==> config.mk <==
export PLATFORM = sky130hd
export DESIGN_NAME = usr_suspend_resume
export DESIGN_NICKNAME = d
export VERILOG_FILES = /design/src/shared/usr_pkg.sv /design/src/usr_line_filter.sv /design/src/usr_frame_timer.sv /design/src/usr_suspend_resume.sv
export SDC_FILE = /design/constraint.sdc
export NUM_CORES = 1
export LEC_CHECK = 0
export BUFFER_PORTS_ARGS = -buffer_cell sky130_fd_sc_hd__buf_2
export CORE_MARGIN = 8
export CORE_UTILIZATION = 35
export DETAILED_ROUTE_END_ITERATION = 10
export GPL_TIMING_DRIVEN = 1
export PLACE_DENSITY = 0.51
export SLEW_MARGIN = 5
export SYNTH_ARGS = -nofsm -noshare
export SYNTH_HDL_FRONTEND = slang
export SYNTH_SLANG_ARGS = --single-unit
==> constraint.sdc <==
create_clock -name i_sys_clk -period 2 [get_ports i_sys_clk]
set_input_delay 0.3 -clock i_sys_clk [delete_from_list [all_inputs] [get_ports i_sys_clk]]
set_output_delay 0.3 -clock i_sys_clk [all_outputs]
set_load 0.01 [all_outputs]
==> src/shared/usr_pkg.sv <==
`default_nettype none

package usr_pkg;

    // Register port widths.
    localparam int ADDR_W = 8;
    localparam int DATA_W = 16;

    // Register byte addresses, one 32-bit aligned word each.
    localparam logic [7:0] OFS_CONTROL      = 8'h40;
    localparam logic [7:0] OFS_INT_STATUS   = 8'h44;
    localparam logic [7:0] OFS_FRAME_NUMBER = 8'h48;
    localparam logic [7:0] OFS_TOGGLE       = 8'h4c;
    localparam logic [7:0] OFS_BUF_TABLE    = 8'h50;

    // Control register fields; bits 8 to 15 are the interrupt masks.
    localparam int CTL_FORCE_RESET   = 0;
    localparam int CTL_POWER_DOWN    = 1;
    localparam int CTL_LOW_POWER     = 2;
    localparam int CTL_FORCE_SUSPEND = 3;
    localparam int CTL_RESUME        = 4;
    localparam logic [15:0] CTL_WR_MASK = 16'hff1f;
    localparam logic [15:0] CTL_RESET   = 16'h0003;

    // Interrupt status fields, shared with the mask positions.
    localparam int IST_EXP_FRAME = 8;
    localparam int IST_SOF       = 9;
    localparam int IST_RESET     = 10;
    localparam int IST_SUSPEND   = 11;
    localparam int IST_WAKEUP    = 12;
    localparam logic [15:0] IST_RESET_VAL = 16'h0000;

    // Frame number register: the two filtered bus line levels.
    localparam int FNR_LINE_PLUS  = 15;
    localparam int FNR_LINE_MINUS = 14;

    // Buffer table base: low three bits always zero.
    localparam logic [15:0] BTB_WR_MASK = 16'hfff8;
    localparam logic [15:0] BTB_RESET   = 16'h0000;
    localparam logic [15:0] TGL_RESET   = 16'h0000;

    // Timing figures and derived cycle counts.
    localparam int CLK_PERIOD_NS  = 25;
    localparam int FRAME_NS       = 1000000;
    localparam int FRAME_CYC      = FRAME_NS / CLK_PERIOD_NS;
    localparam int FILTER_NS      = 70;
    localparam int FILTER_CYC     = (FILTER_NS + CLK_PERIOD_NS - 1) / CLK_PERIOD_NS;
    localparam int BUS_RESET_NS   = 2500;
    localparam int BUS_RESET_CYC  = (BUS_RESET_NS + CLK_PERIOD_NS - 1) / CLK_PERIOD_NS;
    localparam logic [1:0] MISSED_FRAMES = 2'h3;

endpackage : usr_pkg

`default_nettype wire

==> src/usr_line_filter.sv <==
`timescale 1ns/1ps
`default_nettype none

module usr_line_filter #(
    parameter int   STABLE_CYC  = 3,
    parameter logic RESET_LEVEL = 1'b0
) (
    // Clock, reset and enable.
    input  wire logic i_sys_clk,
    input  wire logic i_rst_n,
    input  wire logic i_clk_en,
    // Raw pin and filtered level.
    input  wire logic i_pin,
    output logic      o_level
);

    localparam int CW = $clog2(STABLE_CYC + 1);

    logic          sync1_ff;
    logic          sync2_ff;
    logic          sync3_ff;
    logic [CW-1:0] stable_ff;
    logic          level_ff;
    logic          agree;
    logic          differs;
    logic [CW-1:0] nxt_stable;

    // A change counts only when the second and third stages agree.
    assign agree      = (sync2_ff == sync3_ff);
    assign differs    = agree && (sync3_ff != level_ff);
    assign nxt_stable = differs ? (stable_ff + CW'(1)) : '0;

    // Synchroniser chain and glitch filter.
    always_ff @(posedge i_sys_clk)
    begin
        if (!i_rst_n)
        begin
            sync1_ff  <= RESET_LEVEL;
            sync2_ff  <= RESET_LEVEL;
            sync3_ff  <= RESET_LEVEL;
            stable_ff <= '0;
            level_ff  <= RESET_LEVEL;
        end
        else if (i_clk_en)
        begin
            sync1_ff <= i_pin;
            sync2_ff <= sync1_ff;
            sync3_ff <= sync2_ff;
            if (differs && (stable_ff == CW'(STABLE_CYC - 1)))
            begin
                level_ff  <= sync3_ff;
                stable_ff <= '0;
            end
            else
            begin
                stable_ff <= nxt_stable;
            end
        end
    end

    assign o_level = level_ff;

endmodule : usr_line_filter

`default_nettype wire

==> src/usr_frame_timer.sv <==
`timescale 1ns/1ps
`default_nettype none

module usr_frame_timer #(
    parameter int PERIOD_CYC = 40000
) (
    // Clock, reset and enable.
    input  wire logic i_sys_clk,
    input  wire logic i_rst_n,
    input  wire logic i_clk_en,
    // Restart and period tick.
    input  wire logic i_restart,
    output logic      o_tick
);

    localparam int CW = $clog2(PERIOD_CYC);

    logic [CW-1:0] count_ff;
    logic          tick_ff;
    logic          at_end;

    assign at_end = (count_ff == CW'(PERIOD_CYC - 1));

    // Counts one frame period; a restart realigns it to the bus frame.
    always_ff @(posedge i_sys_clk)
    begin
        if (!i_rst_n)
        begin
            count_ff <= '0;
            tick_ff  <= 1'b0;
        end
        else if (i_clk_en)
        begin
            tick_ff <= at_end && !i_restart;
            if (i_restart || at_end)
            begin
                count_ff <= '0;
            end
            else
            begin
                count_ff <= count_ff + CW'(1);
            end
        end
    end

    assign o_tick = tick_ff;

endmodule : usr_frame_timer

`default_nettype wire

==> src/usr_suspend_resume.sv <==
`timescale 1ns/1ps
`default_nettype none

module usr_suspend_resume #(
    parameter int FRAME_CYC = usr_pkg::FRAME_CYC
) (
    // Clock, reset and enable.
    input  wire logic                      i_sys_clk,
    input  wire logic                      i_rst_n,
    input  wire logic                      i_clk_en,
    // Register port.
    input  wire logic [usr_pkg::ADDR_W-1:0] i_addr,
    input  wire logic [usr_pkg::DATA_W-1:0] i_wdata,
    input  wire logic                      i_wr,
    input  wire logic                      i_rd,
    output logic      [usr_pkg::DATA_W-1:0] o_rdata,
    // Bus line pins and packet engine event.
    input  wire logic                      i_line_plus_level,
    input  wire logic                      i_line_minus_level,
    input  wire logic                      i_sof_rcvd,
    // Transceiver and core control.
    output logic                           o_xcvr_low_power,
    output logic                           o_xcvr_power_down,
    output logic                           o_suspended,
    output logic                           o_resume_drive,
    output logic                           o_core_reset,
    output logic      [usr_pkg::DATA_W-1:0] o_buffer_table_base,
    output logic      [usr_pkg::DATA_W-1:0] o_toggle_bits,
    // Interrupt request.
    output logic                           o_irq
);

    localparam int RCW = $clog2(usr_pkg::BUS_RESET_CYC + 1);

    ////////////////////////////////////////////////////////////////////////////
    // Declarations.

    logic [15:0]    ctrl_ff;
    logic           lp_ff;
    logic [15:0]    status_ff;
    logic [15:0]    btable_ff;
    logic [15:0]    toggle_ff;
    logic [15:0]    rdata_ff;
    logic [1:0]     missed_ff;
    logic [RCW-1:0] se0_cnt_ff;
    logic           bus_reset_ff;
    logic           was_idle_ff;
    logic           fres_ff;

    logic           plus_f;
    logic           minus_f;
    logic           frame_tick;
    logic           wr_ctrl;
    logic           wr_status;
    logic           wr_btable;
    logic           wr_toggle;
    logic           force_suspend_bit;
    logic           line_idle;
    logic           line_se0;
    logic           lp_async_clr;
    logic           suspend_request_flag_evt;
    logic           wake_evt;
    logic           reset_evt;
    logic           fres_rise;
    logic [15:0]    set_vec;
    logic [15:0]    clr_vec;
    logic [15:0]    ctrl_view;
    logic [15:0]    fnr_view;
    logic [15:0]    rd_mux;
    logic [15:0]    nxt_status;
    logic [15:0]    nxt_ctrl;
    logic [15:0]    nxt_toggle;
    logic [15:0]    nxt_rdata;
    logic [1:0]     nxt_missed;
    logic [RCW-1:0] nxt_se0_cnt;

    ////////////////////////////////////////////////////////////////////////////
    // Line filters and frame timer.

    // Each line is synchronised and glitch filtered; idle is plus high.
    usr_line_filter #(
        .STABLE_CYC  (usr_pkg::FILTER_CYC),
        .RESET_LEVEL (1'b1)
    ) u_plus_filter (
        .i_sys_clk (i_sys_clk),
        .i_rst_n   (i_rst_n),
        .i_clk_en  (i_clk_en),
        .i_pin     (i_line_plus_level),
        .o_level   (plus_f)
    );

    usr_line_filter #(
        .STABLE_CYC  (usr_pkg::FILTER_CYC),
        .RESET_LEVEL (1'b0)
    ) u_minus_filter (
        .i_sys_clk (i_sys_clk),
        .i_rst_n   (i_rst_n),
        .i_clk_en  (i_clk_en),
        .i_pin     (i_line_minus_level),
        .o_level   (minus_f)
    );

    // The timer restarts on every received frame start, so a tick marks
    // one whole frame period with no frame start seen.
    usr_frame_timer #(
        .PERIOD_CYC (FRAME_CYC)
    ) u_frame_timer (
        .i_sys_clk (i_sys_clk),
        .i_rst_n   (i_rst_n),
        .i_clk_en  (i_clk_en),
        .i_restart (i_sof_rcvd),
        .o_tick    (frame_tick)
    );

    ////////////////////////////////////////////////////////////////////////////
    // Address decode and event detection.

    // Word-aligned register decode.
    assign wr_ctrl   = i_wr && (i_addr == usr_pkg::OFS_CONTROL);
    assign wr_status = i_wr && (i_addr == usr_pkg::OFS_INT_STATUS);
    assign wr_btable = i_wr && (i_addr == usr_pkg::OFS_BUF_TABLE);
    assign wr_toggle = i_wr && (i_addr == usr_pkg::OFS_TOGGLE);

    // Line states and suspend-time events.
    assign force_suspend_bit     = ctrl_ff[usr_pkg::CTL_FORCE_SUSPEND];
    assign line_idle = plus_f && !minus_f;
    assign line_se0  = !plus_f && !minus_f;
    assign suspend_request_flag_evt  = frame_tick && !force_suspend_bit && (missed_ff == usr_pkg::MISSED_FRAMES - 2'h1);
    assign nxt_missed = (force_suspend_bit || i_sof_rcvd) ? 2'h0 :
                        (frame_tick && (missed_ff != usr_pkg::MISSED_FRAMES)) ?
                        missed_ff + 2'h1 : missed_ff;
    assign wake_evt  = force_suspend_bit && was_idle_ff && !line_idle;
    assign reset_evt = (bus_reset_ff && !line_se0) || fres_rise;
    assign fres_rise = ctrl_ff[usr_pkg::CTL_FORCE_RESET] && !fres_ff;
    assign nxt_se0_cnt = !line_se0 ? '0 :
                         (se0_cnt_ff == RCW'(usr_pkg::BUS_RESET_CYC)) ? se0_cnt_ff :
                         se0_cnt_ff + RCW'(1);

    // The raw pins clear low power at once while suspended, since the
    // system clock may be stopped and no synchronised view would move.
    // The flop's own output stays out of the term so the clear cannot cut itself short.
    assign lp_async_clr = force_suspend_bit && !(i_line_plus_level && !i_line_minus_level);

    ////////////////////////////////////////////////////////////////////////////
    // Next register values.

    // Hardware sets win over software clears in the same cycle.
    assign set_vec = {3'h0, wake_evt, suspend_request_flag_evt, reset_evt, i_sof_rcvd, frame_tick, 8'h00};
    assign clr_vec = wr_status ? ~i_wdata & 16'h1f00 : 16'h0000;
    assign nxt_status = set_vec | (status_ff & ~clr_vec);
    assign nxt_ctrl   = wr_ctrl ? (i_wdata & usr_pkg::CTL_WR_MASK) : ctrl_ff;
    assign nxt_toggle = wr_toggle ? (toggle_ff ^ i_wdata) : toggle_ff;

    // Read views; reserved bits read as zero.
    assign ctrl_view = {ctrl_ff[15:3], lp_ff, ctrl_ff[1:0]};
    assign fnr_view  = {plus_f, minus_f, 14'h0000};
    assign rd_mux    = (i_addr == usr_pkg::OFS_CONTROL)      ? ctrl_view :
                       (i_addr == usr_pkg::OFS_INT_STATUS)   ? status_ff :
                       (i_addr == usr_pkg::OFS_FRAME_NUMBER) ? fnr_view :
                       (i_addr == usr_pkg::OFS_TOGGLE)       ? toggle_ff :
                       (i_addr == usr_pkg::OFS_BUF_TABLE)    ? btable_ff : 16'h0000;
    assign nxt_rdata = i_rd ? rd_mux : rdata_ff;

    ////////////////////////////////////////////////////////////////////////////
    // Low-power bit with asynchronous clear on bus activity while suspended.

    always_ff @(posedge i_sys_clk or posedge lp_async_clr)
    begin
        if (lp_async_clr)
        begin
            lp_ff <= 1'b0;
        end
        else if (!i_rst_n)
        begin
            lp_ff <= usr_pkg::CTL_RESET[usr_pkg::CTL_LOW_POWER];
        end
        else if (i_clk_en && wr_ctrl)
        begin
            lp_ff <= i_wdata[usr_pkg::CTL_LOW_POWER];
        end
    end

    ////////////////////////////////////////////////////////////////////////////
    // Control, status and configuration registers.

    always_ff @(posedge i_sys_clk)
    begin
        if (!i_rst_n)
        begin
            ctrl_ff   <= usr_pkg::CTL_RESET;
            status_ff <= usr_pkg::IST_RESET_VAL;
            btable_ff <= usr_pkg::BTB_RESET;
            toggle_ff <= usr_pkg::TGL_RESET;
            rdata_ff  <= 16'h0000;
            fres_ff   <= usr_pkg::CTL_RESET[usr_pkg::CTL_FORCE_RESET]; // No false edge after reset.
        end
        else if (i_clk_en)
        begin
            ctrl_ff   <= nxt_ctrl;
            status_ff <= nxt_status;
            toggle_ff <= nxt_toggle;
            rdata_ff  <= nxt_rdata;
            fres_ff   <= ctrl_ff[usr_pkg::CTL_FORCE_RESET];
            if (wr_btable)
            begin
                btable_ff <= i_wdata & usr_pkg::BTB_WR_MASK;
            end
        end
    end

    ////////////////////////////////////////////////////////////////////////////
    // Missed-frame, bus reset and wake trackers.

    always_ff @(posedge i_sys_clk)
    begin
        if (!i_rst_n)
        begin
            missed_ff    <= 2'h0;
            se0_cnt_ff   <= '0;
            bus_reset_ff <= 1'b0;
            was_idle_ff  <= 1'b1;
        end
        else if (i_clk_en)
        begin
            missed_ff   <= nxt_missed;
            se0_cnt_ff  <= nxt_se0_cnt;
            was_idle_ff <= line_idle;
            if (!line_se0)
            begin
                bus_reset_ff <= 1'b0;
            end
            else if (se0_cnt_ff == RCW'(usr_pkg::BUS_RESET_CYC - 1))
            begin
                bus_reset_ff <= 1'b1;
            end
        end
    end

    ////////////////////////////////////////////////////////////////////////////
    // Outputs.

    // One request for any unmasked pending flag.
    assign o_irq = |(status_ff[15:8] & ctrl_ff[15:8]);
    assign o_rdata             = rdata_ff;
    assign o_xcvr_low_power    = lp_ff;
    assign o_xcvr_power_down   = ctrl_ff[usr_pkg::CTL_POWER_DOWN];
    assign o_suspended         = force_suspend_bit;
    assign o_resume_drive      = ctrl_ff[usr_pkg::CTL_RESUME] && force_suspend_bit;
    assign o_core_reset        = ctrl_ff[usr_pkg::CTL_FORCE_RESET] || bus_reset_ff;
    assign o_buffer_table_base = btable_ff;
    assign o_toggle_bits       = toggle_ff;

endmodule : usr_suspend_resume

`default_nettype wire

==> key figures <==
Status
  • Outcome: finished clean

STA
  • Clk_skew: 0.00971 ns
  • Final Max Slew Viols: 0
  • Worst hold slack: between 0.009 and 0.01 ns
  • Final setup viols: 0
  • Final Critical Period: 1.85 ns
  • Final period util: 0.924
  • RSZ-0062 raised after global routing: false
  • Final TNS setup: 0 ns
  • Hold Vio Cnt, Final: 0
  • F_max: 0.541 GHz

Final layout
  • Multi-input logic area: 2620 um2
  • Final instance area: approximately 6000 um2
  • Inserted Diodes: 0
  • Layout Nets: 679
  • Synthesis-to-finish area growth: 20.5%
  • FF+latch area: roughly 2100 um2
  • Share of post-route cells with drive strength above 1: 0.197
  • Fillers: 1383

Route
  • Wirelength per Cell: approximately 17 um
  • Final routed DRC violation total: 0
  • Via density: 5.17
  • Final WL: roughly 14 mm
  • TritonRoute pass-1 iters: 4
  • Antenna viol nets, final: 0
  • Iteration-0 DRC Markers: roughly 260
  • Vias: 4269

Setup path
  • Crit Path Max Fanout: 7
  • CP required: 2.27 ns
  • WS Path Type: reg2reg
  • Critical path startpoint category: flop
  • CP Capture Type: flop
  • CP arrival: 2.12 ns

Synthesis
  • Syn avg cell area: 8.71 um2
  • Post-synth EDFFs: 0
  • Register area share after synthesis: 0.424
  • Post-synthesis compound-gate area fraction: 0.155
  • Cell variety after synth: between 50 and 60
  • FF+latch count, synth: 104
  • Post-Synthesis Cells: 565
  • XOR/XNOR Fraction of Synth Area: 0.0569
  • Combinational family with the most area after synthesis: simple AND/OR/NAND/NOR gates
  • Yosys warning total: 0
  • Ys async rst share: 0.00962
  • Synth Flop Type: dfxtp_1
  • Mux cell area share after synthesis: 0.0468
  • Synthesized cell area: 4920 um2
  • Post-Synth Adder-Cell Area: 0.0178
  • Synth Area in Simple Gates: 0.252

GRT
  • Largest net degree at the start of global routing: 29
  • Gr ovfl total: 0
  • Tot GR Track Use: 0.156
  • Global-route wire length before repair: around 23 mm
  • Vias in the first global route: 4241
  • Initial antenna violation count: 0

Flow run
  • Max_cap viols: 0

Place
  • IO Port Bufs: 82
  • GP Congestion: 0.812
  • Post-placement cell area: around 5600 um2
  • DP Wirelength: about 10 mm

Die
  • I/O pin total: 86
  • Rows: 43
  • Die Ht: between 100 and 150 um
  • Die W: 135 um
  • Core box area: 13800 um2
  • Die area: 18100 um2
  • Starting density of the core: 0.356

Clocking
  • H-Tree Depth: 3
  • Clk Latency, worst-skew pair: 0.36 ns
  • Sink Count: 104
  • CTS tree: built
  • TritonCTS buffer count: 9
  • Clock slew at reported path FFs: 0.07 ns
  • Post-CTS setup repair buffer count: 0
  • Hold-fix buffers, CTS: 0
  • Root buffer cell: clkbuf_16
  • Clock Tree Buf Depth: 2
  • Resize count post-CTS: 0

Min path
  • Hold Path Class: in2async

Power
  • LEAKAGE: 2.33 nW
  • Tot Pwr: 4.32 mW
  • VDD IR max: 0.539 mV
  • PD cells: 728 nW/um2
## report_power, final
part | switching (mW) | leakage (nW) | internal [mW] | total [mW]
sequential | 0.00986 | 0.846 | 2.08 | 2.09
clock | 0.834 | 0.157 | 1.14 | 1.97
combinational | 0.161 | 1.32 | 0.0943 | 0.256
total | 1.01 | 2.33 | 3.31 | 4.32
## layout make-up
type / count / share of cell area
clock buffer: 10 / 0.0403
clock inverter: 6 / 0.0154
inverter: 12 / 0.00759
multi-input combinational: 408 / 0.442
sequential: 104 / 0.352
tap: 180 / 0.0380
timing repair buffer: 105 / 0.105
## final timing paths
| path | start | end | slack (ns) | cells after the start |
|---|---|---|---|---|
| hold reg to reg | ctrl_ff[3]$_SDFFE_PN0P_ | o_xcvr_low_power$_DFFE_PP0P_ | 0.32 | 1 |
| hold / removal | i_line_minus_level | o_xcvr_low_power$_DFFE_PP0P_ | 0.009 | 2 |
| max in group asynchronous | ctrl_ff[3]$_SDFFE_PN0P_ | o_xcvr_low_power$_DFFE_PP0P_ | 1.46 | 1 |
| min in group i_sys_clk | i_wdata[1] | ctrl_ff[1]$_SDFFE_PN1P_ | 0.17 | 3 |
| setup / recovery | se0_cnt_ff[1]$_SDFFE_PN0P_ | se0_cnt_ff[1]$_SDFFE_PN0P_ | 0.15 | 6 |
| setup reg to reg | se0_cnt_ff[1]$_SDFFE_PN0P_ | se0_cnt_ff[1]$_SDFFE_PN0P_ | 0.15 | 6 |
## stage by stage
step                       util  cells  setup WS, ns
after floorplan               -    567         0.222
after detailed placement  0.405    809         0.137
after CTS                 0.429    825         0.123
final                     0.429    825         0.152
after global routing      0.429    825        0.0224
after global placement    0.405    809         0.226
## critical path, stage by stage, from the launching register on
cell,delay [ns]
dfxtp_1,0.40
inv_1,0.06
ha_1,0.18
nor4bb_1,0.13
a41o_1,0.32
or4b_1,0.51
a21boi_0,0.17
## flip-flops by register name, indices dropped and copies added (netlist names), 2 cells and up
signal,cells
u_minus_filter.stable_ff,2
o_rdata,16
se0_cnt_ff,7
o_toggle_bits,16
o_buffer_table_base,13
ctrl_ff,12
missed_ff,2
u_frame_timer.count_ff,16
u_plus_filter.stable_ff,2
status_ff,5
## layout by cell type (no fill, tap or decap), drive strengths merged, types with 10 or more instances in the layout
cell type / instances
clkbuf: 10
a21boi: 10
nand4: 28
and2: 29
dfxtp: 103
nand2: 53
o21ai: 42
mux2i: 23
inv: 12
nor2: 24
a21oi: 11
a22oi: 11
buf: 105
nor2b: 19
xnor2: 25
nand3: 26
## per-layer routing
layer | share of wire | track usage | wire, um
met3 | 0.055 | 0.0394 | 763
met5 | 0 | 0 | 0
met2 | 0.44 | 0.240 | 6120
met1 | 0.49 | 0.209 | 6800
met4 | 0.012 | 0.0518 | 170
## logic make-up (layout without fill, tap and decap cells)
logic type | after synthesis | count (layout)
fa+ha+maj | 7 | 7
flops | 104 | 104
xor+xnor | 32 | 32
simple gates | 226 | 226
buf+inv | 55 | 133
compound gates | 117 | 117
other cells | 1 | 3
mux | 23 | 23
## Yosys cell counts, types with 4 or more instances
library cell  instances  area share
dfxtp_1             103        0.42
nand2_1              53       0.040
o21ai_0              42       0.043
clkbuf_1             31       0.024
and2_1               28       0.036
nand4_1              28       0.036
nand3_1              26       0.026
xnor2_1              25       0.044
nor2_1               24       0.018
mux2i_1              23       0.047
nor2b_1              18       0.023
a21oi_1              11       0.011
a22oi_1              11       0.017
inv_1                11      0.0084
a21boi_0             10       0.015
o31ai_1               8       0.012
a211o_1               7       0.012
a31oi_1               7      0.0089
and3_1                7      0.0089
ha_1                  7       0.018
xor2_1                7       0.012
buf_2                 6      0.0061
nor3_1                6      0.0061
nor3b_1               6      0.0092
nor4_1                5      0.0064
buf_4                 4      0.0061
nand3b_1              4      0.0061
o2bb2ai_1             4      0.0071
Note: power is estimated with default switching activity, not from simulation.
